<file path="src/tsn_pkg.sv">
package tsn_pkg;

	// ----------------------------------------
	// register offsets
	// ----------------------------------------
	localparam logic [7:0] TSN_ADDR_CHAN_INDEX = 8'h05;
	localparam logic [7:0] TSN_ADDR_TP2_LOW = 8'h1B;
	localparam logic [7:0] TSN_ADDR_TP2_HIGH = 8'h1C;
	localparam logic [7:0] TSN_ADDR_TP3_LOW = 8'h1D;
	localparam logic [7:0] TSN_ADDR_TP3_HIGH = 8'h1E;
	localparam logic [7:0] TSN_ADDR_TP4_LOW = 8'h1F;
	localparam logic [7:0] TSN_ADDR_TP4_HIGH = 8'h20;
	localparam logic [7:0] TSN_ADDR_SYNC_CTRL = 8'h3A;
	localparam logic [7:0] TSN_ADDR_REQ_CTRL = 8'h3C;
	localparam logic [7:0] TSN_ADDR_REQ_TUNE = 8'h3E;

	// ----------------------------------------
	// reset values
	// ----------------------------------------
	localparam logic [7:0] TSN_RST_BYTE = 8'h00;
	localparam logic [1:0] TSN_RST_CHAN_INDEX = 2'h3;

	// ----------------------------------------
	// field positions
	// ----------------------------------------
	localparam int TSN_SYNC_MASTER_BIT = 0;
	localparam int TSN_SYNC_DIV_EN_BIT = 1;
	localparam int TSN_SYNC_NEXT_ONLY_BIT = 2;
	localparam int TSN_REQ_ON_BIT = 0;
	localparam int TSN_REQ_MODE_LSB = 1;
	localparam int TSN_REQ_MODE_MSB = 3;
	localparam int TSN_TUNE_MSB = 5;

	// ----------------------------------------
	// bandwidth modes and tuning word limits
	// ----------------------------------------
	localparam logic [2:0] TSN_BW_22PCT = 3'h0;
	localparam logic [2:0] TSN_BW_33PCT = 3'h1;
	localparam logic [5:0] TSN_WORDS_22PCT = 6'h39;
	localparam logic [5:0] TSN_WORDS_33PCT = 6'h22;
	localparam int TSN_NUM_CHAN = 2;

	// per-channel requantizer settings
	typedef struct packed {
		logic requantizer_on;
		logic [2:0] requantizer_bandwidth_select;
		logic [5:0] requantizer_band_edge_word;
		logic word_valid;
	} tsn_chan_cfg_t;

	// shared test patterns
	typedef struct packed {
		logic [15:0] pattern_two;
		logic [15:0] pattern_three;
		logic [15:0] pattern_four;
	} tsn_patterns_t;

endpackage

</file>
<file path="src/tsn_regs.sv">
`timescale 1ns/1ps
`default_nettype none

// Summary of operation
// - Test pattern two low byte at 0x1B.
// - Test pattern three: 0x1D low, 0x1E high.
// - Test pattern four: 0x1F low, 0x20 high.
// - Mode 000 is 22%, 001 is 33%.
// - Tuning word meaning depends on mode; 7:6 unused.
// - Master sync bit gates all sync functions.
// - Sync reaches divider only when bits 1,0 high.
// - Control bit 0 enables or bypasses requantizer.
// - Tuning steps 0.5%; 57 or 34 valid words.
module tsn_regs
	import tsn_pkg::*;
(
	// clock and reset
	input wire logic ref_clk,
	input wire logic reset_n,
	// register access from the serial port engine
	input wire logic [7:0] reg_addr,
	input wire logic [7:0] reg_wdata,
	input wire logic reg_wr,
	input wire logic reg_rd,
	output logic [7:0] reg_rdata,
	// external sync pin
	input wire logic sync_pin,
	// sync side outputs
	output logic sync_buffer_on,
	output logic divider_sync_pulse,
	// datapath settings
	output tsn_patterns_t patterns,
	output tsn_chan_cfg_t chan_cfg [TSN_NUM_CHAN]
);

	// ----------------------------------------
	// storage
	// ----------------------------------------
	logic [1:0] chan_index_q; // write steering, bit per channel
	logic [7:0] tp2_low_q, tp2_high_q, tp3_low_q, tp3_high_q, tp4_low_q, tp4_high_q;
	logic [2:0] sync_ctrl_q; // open bits read zero
	logic [3:0] req_ctrl_q [TSN_NUM_CHAN];
	logic [5:0] req_tune_q [TSN_NUM_CHAN];
	logic sync_meta_q, sync_sync_q, sync_prev_q; // pin synchroniser
	logic sync_edge; // rising edge of synchronised pin
	logic sync_gate; // divider sync allowed

	// ----------------------------------------
	// channel index
	// ----------------------------------------
	// kept here because it steers the per-channel writes
	always_ff @(posedge ref_clk or negedge reset_n) begin
		if (!reset_n) begin
			chan_index_q <= TSN_RST_CHAN_INDEX;
		end else if (reg_wr && reg_addr == TSN_ADDR_CHAN_INDEX) begin
			chan_index_q <= reg_wdata[1:0];
		end
	end

	// ----------------------------------------
	// shared test patterns
	// ----------------------------------------
	// one copy for both channels, whatever the index says
	always_ff @(posedge ref_clk or negedge reset_n) begin
		if (!reset_n) begin
			tp2_low_q <= TSN_RST_BYTE;
			tp2_high_q <= TSN_RST_BYTE;
			tp3_low_q <= TSN_RST_BYTE;
			tp3_high_q <= TSN_RST_BYTE;
			tp4_low_q <= TSN_RST_BYTE;
			tp4_high_q <= TSN_RST_BYTE;
		end else if (reg_wr) begin
			unique case (reg_addr)
				TSN_ADDR_TP2_LOW: tp2_low_q <= reg_wdata;
				TSN_ADDR_TP2_HIGH: tp2_high_q <= reg_wdata;
				TSN_ADDR_TP3_LOW: tp3_low_q <= reg_wdata;
				TSN_ADDR_TP3_HIGH: tp3_high_q <= reg_wdata;
				TSN_ADDR_TP4_LOW: tp4_low_q <= reg_wdata;
				TSN_ADDR_TP4_HIGH: tp4_high_q <= reg_wdata;
				default: ; // other addresses belong elsewhere
			endcase
		end
	end

	// pattern words straight from the byte flops
	assign patterns = '{pattern_two: {tp2_high_q, tp2_low_q},
		pattern_three: {tp3_high_q, tp3_low_q},
		pattern_four: {tp4_high_q, tp4_low_q}};

	// ----------------------------------------
	// per-channel requantizer registers
	// ----------------------------------------
	// the host is trusted to leave index 0x03 around writes of 0x00
	for (genvar ch = 0; ch < TSN_NUM_CHAN; ch++) begin : g_chan
		logic [3:0] req_ctrl_d; // next control value
		logic [5:0] req_tune_d; // next tuning word
		logic [5:0] word_limit; // legal word count for the next mode
		logic word_valid_q; // registered so the output leaves a flop

		// next values, taken only when this channel is indexed
		always_comb begin
			req_ctrl_d = req_ctrl_q[ch];
			req_tune_d = req_tune_q[ch];
			if (reg_wr && chan_index_q[ch]) begin
				if (reg_addr == TSN_ADDR_REQ_CTRL) begin
					req_ctrl_d = reg_wdata[TSN_REQ_MODE_MSB:0];
				end
				if (reg_addr == TSN_ADDR_REQ_TUNE) begin
					req_tune_d = reg_wdata[TSN_TUNE_MSB:0];
				end
			end
		end

		// word validity judged on the next values, so it moves with the fields
		always_comb begin
			unique case (req_ctrl_d[TSN_REQ_MODE_MSB:TSN_REQ_MODE_LSB])
				TSN_BW_22PCT: word_limit = TSN_WORDS_22PCT;
				TSN_BW_33PCT: word_limit = TSN_WORDS_33PCT;
				default: word_limit = 6'h3F; // other mode codes flag only word 0x3F invalid
			endcase
		end

		// control, tuning word and its validity flag
		always_ff @(posedge ref_clk or negedge reset_n) begin
			if (!reset_n) begin
				req_ctrl_q[ch] <= TSN_RST_BYTE[3:0];
				req_tune_q[ch] <= TSN_RST_BYTE[5:0];
				word_valid_q <= (TSN_RST_BYTE[5:0] < TSN_WORDS_22PCT);
			end else begin
				req_ctrl_q[ch] <= req_ctrl_d;
				req_tune_q[ch] <= req_tune_d;
				word_valid_q <= (req_tune_d < word_limit);
			end
		end

		// each word step moves the band edge by half a percent of the sample rate
		assign chan_cfg[ch] = '{
			requantizer_on: req_ctrl_q[ch][TSN_REQ_ON_BIT],
			requantizer_bandwidth_select:
				req_ctrl_q[ch][TSN_REQ_MODE_MSB:TSN_REQ_MODE_LSB],
			requantizer_band_edge_word: req_tune_q[ch],
			word_valid: word_valid_q};
	end

	// ----------------------------------------
	// sync pin synchroniser
	// ----------------------------------------
	// first stage feeds only the second
	always_ff @(posedge ref_clk or negedge reset_n) begin
		if (!reset_n) begin
			sync_meta_q <= 1'b0;
			sync_sync_q <= 1'b0;
			sync_prev_q <= 1'b0;
		end else begin
			sync_meta_q <= sync_pin;
			sync_sync_q <= sync_meta_q;
			sync_prev_q <= sync_sync_q;
		end
	end

	assign sync_edge = sync_sync_q && !sync_prev_q;
	assign sync_gate = sync_ctrl_q[TSN_SYNC_MASTER_BIT] && sync_ctrl_q[TSN_SYNC_DIV_EN_BIT];

	// ----------------------------------------
	// sync control
	// ----------------------------------------
	// next-sync-only drops the divider enable after one pass;
	// a host write in the same cycle wins so software intent is kept
	always_ff @(posedge ref_clk or negedge reset_n) begin
		if (!reset_n) begin
			sync_ctrl_q <= TSN_RST_BYTE[2:0];
		end else if (reg_wr && reg_addr == TSN_ADDR_SYNC_CTRL) begin
			sync_ctrl_q <= reg_wdata[2:0];
		end else if (sync_edge && sync_gate && sync_ctrl_q[TSN_SYNC_NEXT_ONLY_BIT]) begin
			sync_ctrl_q[TSN_SYNC_DIV_EN_BIT] <= 1'b0;
		end
	end

	// divider pulse and buffer power, both registered
	always_ff @(posedge ref_clk or negedge reset_n) begin
		if (!reset_n) begin
			divider_sync_pulse <= 1'b0;
			sync_buffer_on <= 1'b0;
		end else begin
			divider_sync_pulse <= sync_edge && sync_gate;
			sync_buffer_on <= sync_ctrl_q[TSN_SYNC_MASTER_BIT];
		end
	end

	// ----------------------------------------
	// read back
	// ----------------------------------------
	// per-channel reads show channel A unless only B is indexed
	logic rd_ch;
	assign rd_ch = (chan_index_q == 2'h2);

	always_ff @(posedge ref_clk or negedge reset_n) begin
		if (!reset_n) begin
			reg_rdata <= TSN_RST_BYTE;
		end else if (reg_rd) begin
			unique case (reg_addr)
				TSN_ADDR_CHAN_INDEX: reg_rdata <= {6'h00, chan_index_q};
				TSN_ADDR_TP2_LOW: reg_rdata <= tp2_low_q;
				TSN_ADDR_TP2_HIGH: reg_rdata <= tp2_high_q;
				TSN_ADDR_TP3_LOW: reg_rdata <= tp3_low_q;
				TSN_ADDR_TP3_HIGH: reg_rdata <= tp3_high_q;
				TSN_ADDR_TP4_LOW: reg_rdata <= tp4_low_q;
				TSN_ADDR_TP4_HIGH: reg_rdata <= tp4_high_q;
				TSN_ADDR_SYNC_CTRL: reg_rdata <= {5'h00, sync_ctrl_q};
				TSN_ADDR_REQ_CTRL: reg_rdata <= {4'h0, req_ctrl_q[rd_ch]};
				TSN_ADDR_REQ_TUNE: reg_rdata <= {2'h0, req_tune_q[rd_ch]};
				default: reg_rdata <= TSN_RST_BYTE; // unmapped reads zero
			endcase
		end
	end
endmodule

`default_nettype wire

</file>
<file path="config.mk">
export PLATFORM = sky130hd
export DESIGN_NAME = tsn_regs
export DESIGN_NICKNAME = d
export VERILOG_FILES = /design/src/tsn_pkg.sv /design/src/tsn_regs.sv
export SDC_FILE = /design/constraint.sdc
export NUM_CORES = 1
export LEC_CHECK = 0
export BUFFER_PORTS_ARGS = -buffer_cell sky130_fd_sc_hd__buf_2
export CORE_MARGIN = 8
export CORE_UTILIZATION = 58
export CTS_CLUSTER_SIZE = 24
export DETAILED_ROUTE_END_ITERATION = 10
export PLACE_DENSITY = 0.9
export SYNTH_ARGS = -nofsm -noshare
export SYNTH_HDL_FRONTEND = slang
export SYNTH_SLANG_ARGS = --single-unit
export TNS_END_PERCENT = 10
</file>
<file path="constraint.sdc">
create_clock -name ref_clk -period 4.6 [get_ports ref_clk]
set_clock_uncertainty 0.1 [all_clocks]
set_input_delay 0.23 -clock ref_clk [delete_from_list [all_inputs] [get_ports ref_clk]]
set_output_delay 0.23 -clock ref_clk [all_outputs]
set_load 0.02 [all_outputs]
</file>
==> key figures <==
Hold path
  – Worst Hold Class: primary input to register

Route
  – DR iter-0 viols: 221
  – Drt drc: 0
  – Remaining antenna violation count: 0
  – Vias: 3371
  – Vias per inst: 6.24
  – Drt wl/cell: 22.1 um
  – Final wirelength: 11900 um
  – Drt pass-1 iters: 5

Critical path
  – Most used cell, CP: o21ai_0
  – Reg2reg setup slack: 2.01 ns
  – Setup crit end kind: register
  – CP max stage delay: 0.57 ns
  – CP required: 4.80 ns
  – Sequence of cells on the critical path: nand4_1, nor3_4, mux2_2, ha_1, o21ai_0, a21oi_1, o21ai_0, a21o_1
  – Slowest stage cell, crit path: dfstp_2
  – Worst-path fanout max: 6
  – CP top delay family: simple AND/OR/NAND/NOR gates
  – CP Buf/Inv Count: 0
  – Worst EP arrival: 2.79 ns
  – CP startpoint kind: register
  – Kind of critical path: register to register

Clock network
  – CTS tree: done
  – CTS clk-pin slew, worst paths: 0.10 ns
  – Clock root buffer: clkbuf_8
  – H-tree depth: 3
  – Post-CTS setup buffers: 0
  – Clock buffer depth: 2
  – CTS Buf Count: 9
  – Clock Latency Late Sink: 0.36 ns
  – # clock sinks: 88
  – Post-cts resize count: 0

Floorplanning
  – Height of the die: 103 um
  – Row count: 32
  – Core Area: 7570 um^2
  – Die Width: 103 um
  – Initial Util: 0.584
  – Floorplan die area: 10700 um^2
  – Num ports: 101

STA
  – Fmax: 0.386 GHz
  – Setup TNS: 0 ns
  – Final setup viols: 0
  – Tmin final: 2.59 ns
  – RSZ-0062 raised after global routing: no
  – Least-Margin Pin Slew: 1.07 ns
  – Final worst-path cycle share: 0.563
  – Final hold violation count: 0
  – Fin. max-slew vios: 0
  – Worst slew margin: 0.287

GRT
  – Vias in the first global route: 3515
  – Initial antenna violation count: 0
  – First-pass GRT wire length: 19000 um
  – Grt ovf: 0
  – Overall Global Routing Usage: 0.238
  – Largest net degree at the start of global routing: 89

Cells and area
  – Layout overhead on the synthesized area: 17.0%
  – Nets: 462
  – Filler cells: 531
  – Final Cell Area: 5170 um^2
  – N_diodes: 0
  – Layout cell share with drive strength beyond 1: 0.493

Placement
  – Input/output buffers: 100
  – Final HPWL DP: 8610 um
  – Placed cell area: 4940 um^2
  – Final GP Congestion: 0.941

Synth
  – Mapped cell area: 4420 um^2
  – Cell count after synthesis: 337
  – Register area share after synthesis: 0.500
  – Synth warn: 0
  – Post-synthesis register bit count: 88
  – Distinct cells, synth: 53
  – Syn_area_per_cell: 13.1 um^2
  – Synthesized Nets: 366

Job
  – Max-cap violations: 0

Pwr
  – LEAKAGE: 2.65 nW
  – Cell Pwr Density: 301 nW/um^2
  – VDD IR max: 0.199 mV

Outcome
  – Status: complete, no violations
==> cell type report <==
cell class                      count  area (um^2)  share of cell area
Inverter                            5         18.8             0.00363
Clock buffer                       10          138              0.0266
Timing Repair Buffer              103          531               0.103
Tap cell                          102          128              0.0247
Sequential cell                    88         2210               0.427
Multi-Input combinational cell    226         2070               0.401
Clock inverter                      6         72.6              0.0140
==> sequential cells by signal, indices dropped and copies added, names as in the netlist, 2 cells and up <==
signal and flops:
reg_rdata 8, chan_cfg 20, tp3_low_q 8, tp4_high_q 8, tp3_high_q 8, g_chan.word_valid_q 2
chan_index_q 2, tp4_low_q 8, tp2_high_q 8, tp2_low_q 8, sync_ctrl_q 3
==> through the flow <==
step / worst slack [ns] / util / hold slack (ns) / std cells / power, mW
finish: 2.01 / 0.683 / 0.0653 / 540 / 1.56
global placement: 2.14 / 0.652 / 0.241 / 522 / 0.996
global route: 1.82 / 0.683 / 0.0514 / 540 / 1.61
detailed placement: 2.05 / 0.652 / 0.239 / 522 / 1.00
CTS: 2.05 / 0.683 / 0.0534 / 540 / 1.56
floorplan: 2.31 / - / -0.166 / 337 / 0.928
==> layout by cell type, fill, tap and decap left out, drive strengths merged, types with 5 or more instances in the layout <==
cell    instances
ha              8
o21ai          10
inv             9
clkbuf         10
a31oi           6
nor2           13
mux2i          10
a21oi           9
a22oi           7
a221oi          5
nor3            8
dfrtp          84
and2            5
buf           101
nor2b           5
nand2          15
mux2           81
==> repair_timing <==
item	in CTS	in global routing
endpoints found under the setup margin	0	0
hold buffers	2	0
hold endpoints to repair	11	0
==> routing by layer <==
metal  share of wire  global-route usage  vias up
met5               0                   0        -
met4           0.025               0.110        0
met3           0.075              0.0489       32
met2            0.50               0.395      161
met1            0.40               0.293     1731
li1                -                   -     1447
==> path summary, 6_finish.rpt <==
check / to / start / cells after the start
setup / recovery: g_chan[0].word_valid_q / chan_index_q[0] / 8
hold / removal: tp2_low_q[6] / reg_wdata[6] / 2
setup reg to reg: g_chan[0].word_valid_q / chan_index_q[0] / 8
hold reg to reg: sync_sync_q / sync_meta_q / 0
max in group asynchronous: sync_ctrl_q[2] / reset_n / 2
min in group asynchronous: tp2_high_q[7] / reset_n / 2
==> Yosys cell counts (all sizes together) <==
library cell  number  area (um^2)
a221oi             5         43.8
buf                9         55.1
and4b              1         10.0
a222oi             1         10.0
and4bb             1         12.5
a2bb2oi            2         17.5
nand2b             1         13.8
a21oi              9         45.0
clkbuf             9         63.8
o2bb2ai            1         8.76
and2               5         31.3
a21o               4         30.0
xor2               1         8.76
a21boi             1         7.51
and3               3         18.8
o21ai             10         50.1
nor2              13         51.3
a22o               2         17.5
or2                1         6.26
nor4b              2         23.8
mux2i             10          100
nor3               8         96.3
mux4               4         90.1
and3b              1         10.0
nand3              4         32.5
dfstp              4          105
a31oi              6         37.5
dfrtp             84         2100
nor3b              2         15.0
and2b              1         8.76
mux2              81          912
and4               1         8.76
nand2             15         68.8
nand4bb            1         27.5
ha                 8          100
inv                5         18.8
o2111ai            1         8.76
o211ai             1         7.51
a22oi              7         52.6
nor2b              5         31.3
o22ai              4         25.0
nand4              3         33.8
==> power by group <==
group / total [mW] / switching [mW] / internal, mW
sequential: 0.823 / 0.0218 / 0.801
clock: 0.565 / 0.292 / 0.274
combinational: 0.168 / 0.109 / 0.0590
total: 1.56 / 0.422 / 1.13
==> logic make-up (layout without fill, tap and decap cells) <==
family	after synthesis	count (layout)	share of synthesized area
multiplexers	95	95	0.250
flip-flops	88	88	0.500
AND/OR/NAND/NOR	68	68	0.113
AO/OA/AOI/OAI	54	54	0.0818
buffers and inverters	23	124	0.0312
adder cells (fa/ha/maj)	8	8	0.0227
XOR/XNOR	1	1	0.00198
Power figures use the tool's default switching activity.
